[config.mk]
export PLATFORM = sky130hd
export DESIGN_NAME = capcmp_unit
export DESIGN_NICKNAME = d
export VERILOG_FILES = /design/src/hdl/capcmp_pkg.sv /design/src/hdl/pin_sync.sv /design/src/hdl/capcmp_unit.sv
export VERILOG_INCLUDE_DIRS = /design/src /design/src/hdl
export SDC_FILE = /design/constraint.sdc
export NUM_CORES = 1
export LEC_CHECK = 0
export ABC_CLOCK_PERIOD_IN_PS = 2900
export BUFFER_PORTS_ARGS = -buffer_cell sky130_fd_sc_hd__clkbuf_2
export CELL_PAD_IN_SITES_DETAIL_PLACEMENT = 1
export CELL_PAD_IN_SITES_GLOBAL_PLACEMENT = 2
export CORE_UTILIZATION = 32
export CTS_CLUSTER_SIZE = 24
export DETAILED_ROUTE_END_ITERATION = 8
export PLACE_DENSITY_LB_ADDON = 0.1
export SLEW_MARGIN = 10
export SYNTH_ARGS = -nofsm -noshare
export SYNTH_HDL_FRONTEND = slang
export SYNTH_SLANG_ARGS = --single-unit
[constraint.sdc]
create_clock -name clk -period 2.9 [get_ports clk]
set_input_delay 0.435 -clock clk [delete_from_list [all_inputs] [get_ports clk]]
set_output_delay 0.435 -clock clk [all_outputs]
set_load 0.03 [all_outputs]
[src/hdl/capcmp_params.svh]
`ifndef CAPCMP_PARAMS_SVH
`define CAPCMP_PARAMS_SVH

// =====================================================================
// Bus widths
`define ADDR_W 8
`define DATA_W 8
`define CTL_W 6
`define MODE_W 4
`define DUTY_LO_W 2
`define PRESC_W 4
`define T1_W 16
`define T2_W 8

// =====================================================================
// Register byte addresses, unit 1 and unit 2
`define UNIT1_LOW_ADDR 8'h15
`define UNIT1_HIGH_ADDR 8'h16
`define UNIT1_CTL_ADDR 8'h17
`define UNIT2_LOW_ADDR 8'h1B
`define UNIT2_HIGH_ADDR 8'h1C
`define UNIT2_CTL_ADDR 8'h1D

// =====================================================================
// Control register field positions
`define CTL_MODE_LSB 0
`define CTL_MODE_MSB 3
`define CTL_DUTY_LSB 4
`define CTL_DUTY_MSB 5
`define MODE_CMP_BIT 3
`define MODE_CAPT_BIT 2
`define MODE_PWM_TOP 2'h3

// =====================================================================
// Mode select codes
`define MODE_OFF 4'h0
`define MODE_CAPT_FALL 4'h4
`define MODE_CAPT_RISE 4'h5
`define MODE_CAPT_RISE4 4'h6
`define MODE_CAPT_RISE16 4'h7
`define MODE_CMP_SET 4'h8
`define MODE_CMP_CLEAR 4'h9
`define MODE_CMP_SOFT 4'hA
`define MODE_CMP_TRIG 4'hB

// =====================================================================
// Prescaler terminal counts and reset values
`define PRESC_TERM4 4'h3
`define PRESC_TERM16 4'hF
`define PRESC_ZERO 4'h0
`define PRESC_ONE 4'h1
`define CTL_RESET 6'h00
`define BYTE_ZERO 8'h00
`define DUTY_ZERO 2'h0
`define CTL_PAD 2'h0

`endif

[src/hdl/capcmp_pkg.sv]
`include "capcmp_params.svh"

package capcmp_pkg;

  // =====================================================================
  // Operating class derived from the mode select field
  typedef enum logic [1:0]
  {
    CLASS_OFF = 2'b00,
    CLASS_CAPTURE = 2'b01,
    CLASS_COMPARE = 2'b10,
    CLASS_PWM = 2'b11
  } mode_class_t;

  // =====================================================================
  // State of the pin synchroniser
  typedef struct packed
  {
    logic stage1;
    logic stage2;
  } sync_state_t;

  // =====================================================================
  // State of one capture/compare/PWM unit
  typedef struct packed
  {
    logic [`CTL_W-1:0] control;
    logic [`DATA_W-1:0] value_low;
    logic [`DATA_W-1:0] value_high;
    logic [`DUTY_LO_W-1:0] duty_latch;
    logic [`PRESC_W-1:0] prescale_count;
    logic pin_prev;
    logic match_prev;
    logic compare_latch;
    logic pwm_latch;
    logic event_flag;
    logic event_irq;
    logic trigger;
    logic pin_owned;
    logic pin_out;
    logic [`DATA_W-1:0] rdata;
  } unit_state_t;

endpackage : capcmp_pkg

[src/hdl/pin_sync.sv]
`timescale 1ns/1ps

module pin_sync
  import capcmp_pkg::*;
(
  // Clock and reset
  input wire logic clk,
  input wire logic rst_b,
  // Asynchronous level in, synchronised level out
  input wire logic async_in,
  output logic sync_out
);

  sync_state_t s_reg;
  sync_state_t s_next;

  // =====================================================================
  // Two stages; only the second stage reads the first
  always_comb
  begin
    s_next = s_reg;
    s_next.stage1 = async_in;
    s_next.stage2 = s_reg.stage1;
  end

  // Constant reset keeps the chain free of port values under reset
  always_ff @(posedge clk or negedge rst_b)
  begin
    if (!rst_b)
    begin
      s_reg <= '0;
    end
    else
    begin
      s_reg <= s_next;
    end
  end

  assign sync_out = s_reg.stage2;

endmodule : pin_sync

[src/hdl/capcmp_unit.sv]
// Functional notes
// - Mode zero turns the unit off and resets its internal state.
// - Capture modes: 0100 falling, 0101 rising, 0110 fourth rising, 0111 sixteenth rising.
// - Each capture event copies the whole 16-bit timer1 count into value bytes.
// - Every capture sets the event flag; only software clears it.
// - A newer capture overwrites an unread earlier one.
// - Prescaler counter sits at zero whenever the unit is not capturing.
// - Switching between capture prescales keeps the counter; spurious events possible.
// - Edge detection watches the pad level even when the pin is an output.
// - Compare: match drives pin high for 1000, low for 1001, sets flag.
// - Mode 1010: match sets the flag only, pin untouched.
// - Mode 1011: match sets flag and pulses trigger clearing timer1.
// - Trigger-caused timer1 clear must not set the timer1 overflow flag.
// - Special event trigger is an output for other on-chip logic.
// - Writing control zero forces the compare output latch low.
// - Writing control zero forces the PWM output latch low.
// - Modes 11xx are PWM; control bits 5:4 are the duty low bits.
// - Control bits 7 and 6 read as zero.
// - Both units in PWM share one timer2 time base and period.
// - Value low, value high and control are each readable; all are writable except value high in PWM.
// - At timer2 period end: latch duty into high byte, set pin unless zero.
// - Pin clears when high byte and latch equal timer2 with phase bits.
// - In PWM the high byte is read-only; duty writes apply next period.
`timescale 1ns/1ps
`include "capcmp_params.svh"

module capcmp_unit
  import capcmp_pkg::*;
#(
  parameter logic [`ADDR_W-1:0] LOW_ADDR = `UNIT1_LOW_ADDR,
  parameter logic [`ADDR_W-1:0] HIGH_ADDR = `UNIT1_HIGH_ADDR,
  parameter logic [`ADDR_W-1:0] CTL_ADDR = `UNIT1_CTL_ADDR
)
(
  // Clock and reset
  input wire logic clk,
  input wire logic rst_b,
  // Register port
  input wire logic [`ADDR_W-1:0] reg_addr,
  input wire logic [`DATA_W-1:0] reg_wdata,
  input wire logic reg_wr,
  input wire logic reg_rd,
  output logic [`DATA_W-1:0] reg_rdata,
  // Timer1 time base
  input wire logic [`T1_W-1:0] timer1_count,
  output logic special_event_trigger,
  // Timer2 time base, shared by both units
  input wire logic [`T2_W-1:0] timer2_count,
  input wire logic [`T2_W-1:0] timer2_period,
  input wire logic timer2_tick,
  input wire logic [`DUTY_LO_W-1:0] timer2_phase,
  // Event flag and its enable
  input wire logic event_flag_clear,
  input wire logic event_enable,
  output logic event_flag,
  output logic event_irq,
  // Unit pin
  input wire logic pin_in,
  output logic pin_out,
  output logic pin_owned
);

  // =====================================================================
  // Mode decode, used for the present and the next control value
  function automatic mode_class_t mode_class(input logic [`MODE_W-1:0] mode);
    mode_class_t c;
    c = CLASS_OFF;
    if (mode[`MODE_CMP_BIT:`MODE_CAPT_BIT] == `MODE_PWM_TOP)
    begin
      c = CLASS_PWM;
    end
    else if (mode[`MODE_CMP_BIT])
    begin
      c = CLASS_COMPARE;
    end
    else if (mode[`MODE_CAPT_BIT])
    begin
      c = CLASS_CAPTURE;
    end
    return c;
  endfunction : mode_class

  // =====================================================================
  // State registers and working signals
  unit_state_t s_reg;
  unit_state_t s_next;
  logic pin_level;
  logic [`MODE_W-1:0] cur_mode;
  mode_class_t cur_class;
  mode_class_t new_class;
  logic rise;
  logic fall;
  logic capture_hit;
  logic match;
  logic match_edge;
  logic period_end;
  logic [`DATA_W+`DUTY_LO_W-1:0] duty_new;
  logic [`DATA_W+`DUTY_LO_W-1:0] duty_live;
  logic [`DATA_W+`DUTY_LO_W-1:0] t2_ext;

  // =====================================================================
  // Pad level into the clock domain; a port write that toggles an
  // output pin is seen here too, so it can cause a capture
  pin_sync u_pin_sync
  (
    .clk(clk),
    .rst_b(rst_b),
    .async_in(pin_in),
    .sync_out(pin_level)
  );

  // =====================================================================
  // Decode of the present state
  assign cur_mode = s_reg.control[`CTL_MODE_MSB:`CTL_MODE_LSB];
  assign cur_class = mode_class(cur_mode);

  // Edges are taken between the synchronised level and its last value
  assign rise = pin_level & ~s_reg.pin_prev;
  assign fall = ~pin_level & s_reg.pin_prev;

  // Compare runs every cycle; only the first cycle of a match counts,
  // since a prescaled timer1 may hold one value for many cycles
  assign match = (timer1_count == {s_reg.value_high, s_reg.value_low});
  assign match_edge = match & ~s_reg.match_prev;

  // Timer2 comes from outside and is the same for both units
  assign period_end = timer2_tick & (timer2_count == timer2_period);
  assign duty_new = {s_reg.value_low, s_reg.control[`CTL_DUTY_MSB:`CTL_DUTY_LSB]};
  assign duty_live = {s_reg.value_high, s_reg.duty_latch};
  assign t2_ext = {timer2_count, timer2_phase};

  // =====================================================================
  // Capture event selection and prescaler
  always_comb
  begin
    capture_hit = 1'b0;
    if (cur_class == CLASS_CAPTURE)
    begin
      unique case (cur_mode)
        `MODE_CAPT_FALL: capture_hit = fall;
        `MODE_CAPT_RISE: capture_hit = rise;
        `MODE_CAPT_RISE4: capture_hit = rise & (s_reg.prescale_count >= `PRESC_TERM4);
        `MODE_CAPT_RISE16: capture_hit = rise & (s_reg.prescale_count >= `PRESC_TERM16);
        default: capture_hit = 1'b0;
      endcase
    end
  end

  // =====================================================================
  // Next state: prescaler, then software writes, then hardware events, then mode effects
  always_comb
  begin
    s_next = s_reg;
    s_next.trigger = 1'b0;
    s_next.pin_prev = pin_level;
    new_class = cur_class;

    // Capture: prescale counts rising edges and restarts on each event
    if (cur_class == CLASS_CAPTURE)
    begin
      if (capture_hit)
      begin
        s_next.prescale_count = `PRESC_ZERO;
      end
      else if (rise)
      begin
        s_next.prescale_count = s_reg.prescale_count + `PRESC_ONE;
      end
    end

    // Software writes; a control write never clears the counter by itself
    if (reg_wr)
    begin
      if (reg_addr == CTL_ADDR)
      begin
        s_next.control = reg_wdata[`CTL_W-1:0];
      end
      else if (reg_addr == LOW_ADDR)
      begin
        s_next.value_low = reg_wdata;
      end
      else if ((reg_addr == HIGH_ADDR) && (cur_class != CLASS_PWM))
      begin
        s_next.value_high = reg_wdata;
      end
    end

    // Captured count overrides a same-cycle software write to the value;
    // nothing guards an unread value, it is simply replaced
    if (capture_hit)
    begin
      s_next.value_high = timer1_count[`T1_W-1:`DATA_W];
      s_next.value_low = timer1_count[`DATA_W-1:0];
    end

    // Compare actions on the first cycle of a match
    s_next.match_prev = (cur_class == CLASS_COMPARE) ? match : 1'b0;
    if ((cur_class == CLASS_COMPARE) && match_edge)
    begin
      unique case (cur_mode)
        `MODE_CMP_SET: s_next.compare_latch = 1'b1;
        `MODE_CMP_CLEAR: s_next.compare_latch = 1'b0;
        `MODE_CMP_SOFT: s_next.compare_latch = s_reg.compare_latch;
        `MODE_CMP_TRIG: s_next.trigger = 1'b1;
        default: s_next.compare_latch = s_reg.compare_latch;
      endcase
    end

    // PWM: period end reloads the duty and sets the pin unless the duty is zero; duty match clears it.
    // A duty beyond the period never matches, so the pin stays high.
    if (cur_class == CLASS_PWM)
    begin
      if (period_end)
      begin
        s_next.value_high = s_reg.value_low;
        s_next.duty_latch = s_reg.control[`CTL_DUTY_MSB:`CTL_DUTY_LSB];
        s_next.pwm_latch = (duty_new != '0);
      end
      else if (duty_live == t2_ext)
      begin
        s_next.pwm_latch = 1'b0;
      end
    end

    // Mode effects of the value now being written
    new_class = mode_class(s_next.control[`CTL_MODE_MSB:`CTL_MODE_LSB]);
    if (new_class != CLASS_CAPTURE)
    begin
      s_next.prescale_count = `PRESC_ZERO;
    end
    if (s_next.control[`CTL_MODE_MSB:`CTL_MODE_LSB] == `MODE_OFF)
    begin
      s_next.compare_latch = 1'b0;
      s_next.pwm_latch = 1'b0;
      s_next.duty_latch = `DUTY_ZERO;
      s_next.match_prev = 1'b0;
      s_next.trigger = 1'b0;
    end

    // Event flag: a set in the cycle of a clear wins; only the clear
    // input lowers the flag
    s_next.event_flag = (s_reg.event_flag & ~event_flag_clear) | capture_hit
      | ((cur_class == CLASS_COMPARE) && match_edge);
    s_next.event_irq = s_next.event_flag & event_enable;

    // Pin ownership and output level follow the class being entered
    unique case (new_class)
      CLASS_COMPARE: s_next.pin_out = s_next.compare_latch;
      CLASS_PWM: s_next.pin_out = s_next.pwm_latch;
      CLASS_CAPTURE: s_next.pin_out = 1'b0;
      CLASS_OFF: s_next.pin_out = 1'b0;
    endcase
    s_next.pin_owned = (new_class == CLASS_COMPARE) || (new_class == CLASS_PWM);

    // Read data stand only in the cycle after the strobe
    s_next.rdata = `BYTE_ZERO;
    if (reg_rd)
    begin
      if (reg_addr == CTL_ADDR)
      begin
        s_next.rdata = {`CTL_PAD, s_reg.control};
      end
      else if (reg_addr == LOW_ADDR)
      begin
        s_next.rdata = s_reg.value_low;
      end
      else if (reg_addr == HIGH_ADDR)
      begin
        s_next.rdata = s_reg.value_high;
      end
    end
  end

  // =====================================================================
  // State register
  always_ff @(posedge clk or negedge rst_b)
  begin
    if (!rst_b)
    begin
      s_reg <= '0;
    end
    else
    begin
      s_reg <= s_next;
    end
  end

  // =====================================================================
  // Outputs, each straight from the state register.
  // The trigger is a separate clear request to timer1; timer1 must treat
  // it apart from its overflow path so no overflow flag is raised.
  assign special_event_trigger = s_reg.trigger;
  assign reg_rdata = s_reg.rdata;
  assign event_flag = s_reg.event_flag;
  assign event_irq = s_reg.event_irq;
  assign pin_out = s_reg.pin_out;
  assign pin_owned = s_reg.pin_owned;

endmodule : capcmp_unit

==> After elaboration in Yosys (flattened, before gate mapping) <==
Index checks and enable logic that the tools add are counted.
{ "word_totals": {"regBits": 47, "output_inout_bits": 13} }
{ "classes": {"n_eq_ne": 24, "n_mux": 37, "bitwise": 14, "order_cmp": 2, "addsub": 1, "n_reduce_logical": 17} }
{ "op_table": {"columns": ["operator", "count"], "rows": [
  ["$mux 8", 7],
  ["$mux 16", 2],
  ["$eq 8x5->1 const B", 3],
  ["$mux 10", 2],
  ["$mux 20", 1],
  ["$mux 4", 5],
  ["$eq 16x16->1", 1],
  ["$eq 4x3->1 const B", 4],
  ["$eq 2x2->1 const B", 6],
  ["$eq 4x4->1 const B", 3],
  ["$mux 1", 11],
  ["$eq 10x10->1", 1],
  ["$mux 2", 5],
  ["$reduce_bool 10->1", 1],
  ["$reduce_bool 2->1", 5],
  ["$and 1x1->1", 8],
  ["$eq 8x8->1", 1],
  ["$reduce_and 2->1", 3],
  ["$add 4x1->4 const B", 1],
  ["$eq 2x1->1 const B", 2],
  ["$ge 4x2->1 const B", 1],
  ["$ge 4x4->1 const B", 1],
  ["$logic_not 4->1", 1],
  ["$ne 2x2->1 const B", 2],
  ["other kinds (13)", 18]
]} }

==> Logic depth before layout (Yosys ltp) <==
{ "depth": {"word_depth": 15, "depth_mapped": 8, "mapped_depth_nobuf": 7} }

==> Hierarchy <==
A second synthesis with hierarchy kept.
{ "unflattened": {"hier_cells": 299, "hier_area_um2": 2839.0} }
{ "modules_own_cells": {"columns": ["module", "area_per_inst_um2", "seq_area_each_um2", "n_inst", "cells_each"], "rows": [
  ["capcmp_unit", 2788.9, 1126.1, 1, 297],
  ["pin_sync", 50.0, 50.0, 1, 2]
]} }

==> Worst setup path before layout <==
No wires, ideal clock.
{ "synth_timing": {"kind": "in2reg", "from": "input reg_addr[7]", "to": "register s_reg[13] (netlist bit)", "stages": 8, "slack_ps": 520, "n_path_buf": 2, "arrival_ps": 2257, "t_required_ps": 2777, "setup_ps": 123, "cell_sequence": "or4b_1 -> nor3b_2 -> and4_1 -> buf_4 -> mux2i_1 -> and4_1 -> buf_6 -> nor2_1"} }
{ "synth_lines": {"columns": ["element", "line", "text"], "rows": [
  ["start: declaration", "capcmp_unit.sv:39", "input wire logic [`ADDR_W-1:0] reg_addr,"],
  ["end signal: assignment", "capcmp_unit.sv:284", "s_reg <= s_next;"],
  ["end: declaration", "capcmp_unit.sv:85", "unit_state_t s_reg;"]
]} }

==> flow_summary.yaml <==
outcome:
  outcome: "finished, final reports clean"
yosys:
  synth_top_flop_cell: "dfrtp_1"
  synth-edff-count: 0
  synthCells: 273
  synth.distinct_cells: 44
  ys_async_sr_fraction: 1.00
  yosysWarnings: 0
  synth_seq_area_share: 0.433
  synth_area_mm2: 0.00272
  synth_top_area_cell: "dfrtp_1"
  syn_avg_cell_area_um2: 9.96
  synth_area_leaders: "dfrtp_1 (43%), mux2i_1 (8.5%), xor2_1 (6.4%)"
  synth_top_area_frac: 0.433
  syn_nets: 332
  ys_seq_elements: 47
sta:
  timing.final.crit_share: 0.863
  finalClockSkew_ns: 0.00463
  setup-tns-final_ns: 0
  slew_headroom: 0.526
  hold_violations: 0
  fin_crit_ns: 2.50
  fin_hold_ws_ns: 0.0543
  drv_slew: 0
  worst_pin_slew_ns: 0.693
  max_freq_mhz: 400
  rsz0062_at_grt: "no"
  setup_viol: 0
final_layout:
  drive_above_1_share: 0.294
  nNetsFinal: 402
  diodes: 0
  finalNonFillerCells: 449
  areaGrowthSynthToFinish_pct: 21.7
detailed_routing:
  wirelength_mm: 7.82
  drtIter0Drc: 39
  via_per_inst: 5.00
  ant_nets: 0
  wl_per_cell_um: 17.4
  dr.pass1.iters: 4
  vias: 2244
  drc: 0
grt:
  met2_usage: 0.295
  grt_use_met3: 0.0340
  grt_pass1_vias: 2329
  grt_usage: 0.193
  use_met1: 0.273
  busiest_layer: "met2"
  grt_pass1_wl_mm: 12.6
  grt_antenna_before_repair: 0
  grt_max_degree: 20
  overflow: 0
floorplan:
  dieArea_mm2: 0.00887
  design.core.area_mm2: 0.00822
  die_h_um: 94.2
  die_w_um: 94.2
  num_rows: 33
  start_util: 0.331
  pin_count: 71
clock_tree:
  hold_buffers: 0
  ctsResizeCount: 0
  cts_tree: "yes"
  cts_buffers: 5
  cts.path.max_buffers: 2
  clk_latency_ns: 0.30
  clock_sinks: 47
  htree_levels: 2
  cts_setup_buffers: 0
  root_buffer: "clkbuf_8"
  path_clk_slew_ns: 0.09
critical_path:
  crit_slowest_cell: "or4b_1"
  path_class: "in -> reg"
  end_kind: "flip-flop"
  critical-path-top-delay-family: "simple AND/OR/NAND/NOR gates"
  cp_num_buf_inv: 2
  critPathRequiredTime_ns: 3.08
  critPathMostFrequentCell: "and4_1"
  critPathMaxStageDelay_ns: 0.52
  cp_cell_sequence: "clkbuf_2 > or4b_1 > nor3b_2 > and4_1 > buf_4 > mux2i_1 > and4_1 > nor4_2"
  worst-path-max-fanout: 6
  crit_arrival_ns: 2.68
  cp-start-kind: "input pin"
pwr:
  irDropWorstVdd_v: 0.000195
  p_per_area_mw_per_mm2: 545
  power_mw: 1.80
  p_leak_nw: 1.57
place:
  routabilityCongestion: 0.780
  placed_cells: 441
  dpl.hpwl_mm: 6.43
  portBuffers: 70
worst_hold_path:
  hold_path_class: "in -> async"
flow_run:
  maxCapViolCount: 0
## report_power, final
group	switching [mW]	total (mW)	internal (mW)
registers	0.130	0.855	0.725
logic	0.182	0.384	0.201
clock network	0.219	0.564	0.345
## worst reg2reg max path, cell delays in order, from the launching register on
cell,delay [ns]
dfrtp_1,0.41
ha_1,0.23
a21boi_0,0.10
a2111oi_0,0.64
o21ai_2,0.27
buf_4,0.26
a211oi_1,0.25
a21o_1,0.12
## per-stage QoR
stage                util  area (um^2)  setup WS, ns
floorplan               -         2720         0.520
global placement    0.387         3180         0.190
finish              0.403         3310         0.398
global route        0.403         3310         0.211
CTS                 0.403         3310         0.406
detailed placement  0.387         3180        0.0787
## cell families (layout without fill, tap and decap cells)
| group | count (synthesis) | in the layout | synth area share |
|---|---|---|---|
| compound gates | 46 | 46 | 0.117 |
| xor+xnor | 34 | 34 | 0.110 |
| fa+ha+maj | 1 | 1 | 0.00460 |
| buf+inv | 27 | 98 | 0.0529 |
| flops | 47 | 47 | 0.433 |
| mux | 31 | 31 | 0.118 |
| simple gates | 87 | 87 | 0.166 |
## metal layers
metal	vias up	routed length [um]
met1	1075	3780
met5	-	0
li1	1100	-
met4	0	167
met3	12	296
met2	57	3580
## placed cells by master, fill, tap and decap left out, types with 2 or more instances in the layout
master and n:
clkbuf_2 70, dfrtp_1 47, nor2_1 33, mux2i_1 23, xor2_1 20, xnor2_1 14
nand2_1 13, a21oi_1 11, buf_4 11, inv_1 9, a211oi_1 9, a22oi_1 8
mux2_2 8, a21o_1 7, nor4_1 6, nand4_1 5, nor2b_1 5, clkbuf_8 5
nor3_1 4, nand3_1 4, nand2b_1 3, and4_1 3, a2111oi_0 2, or3_1 2
bufinv_16 2
## worst paths after layout
| kind | start | to | slack, ns | cells past startpoint |
|---|---|---|---|---|
| hold / removal | rst_b | s_reg[16] | 0.05 | 1 |
| min in group clk | pin_in | u_pin_sync.s_next[0] | 0.24 | 1 |
| hold reg to reg | u_pin_sync.s_next[0] | u_pin_sync.sync_out | 0.36 | 0 |
| setup / recovery | reg_addr[7] | special_event_trigger | 0.40 | 8 |
| max in group asynchronous | rst_b | duty_new[2] | 2.25 | 2 |
| setup reg to reg | s_reg[17] | duty_live[8] | 0.58 | 7 |
## layout make-up
| type | count | area (um^2) |
|---|---|---|
| well taps | 105 | 131 |
| inverters | 9 | 33.8 |
| fillers | 974 | 4910 |
| repair buffers | 81 | 433 |
| flip-flops and latches | 47 | 1180 |
| multi-input cells | 199 | 1400 |
| clock buffers | 6 | 72.6 |
| clock inverters | 2 | 60.1 |
## synth_stat cells, types with 2 or more instances
master and count:
mux2i_1 23, dfrtp_1 47, a21o_1 7, xor2_1 20
a211oi_1 9, nor4_1 6, a22oi_1 8, a21oi_1 11
inv_1 9, nor3_1 4, and4_1 3, nand2_1 13
nand2b_1 3, a2111oi_0 2, clkbuf_1 7, nor2_1 33
mux2_2 8, nor2b_1 5, xnor2_1 14, nand3_1 4
buf_4 9, or3_1 2, nand4_1 5
(Power assumes the default switching activity.)
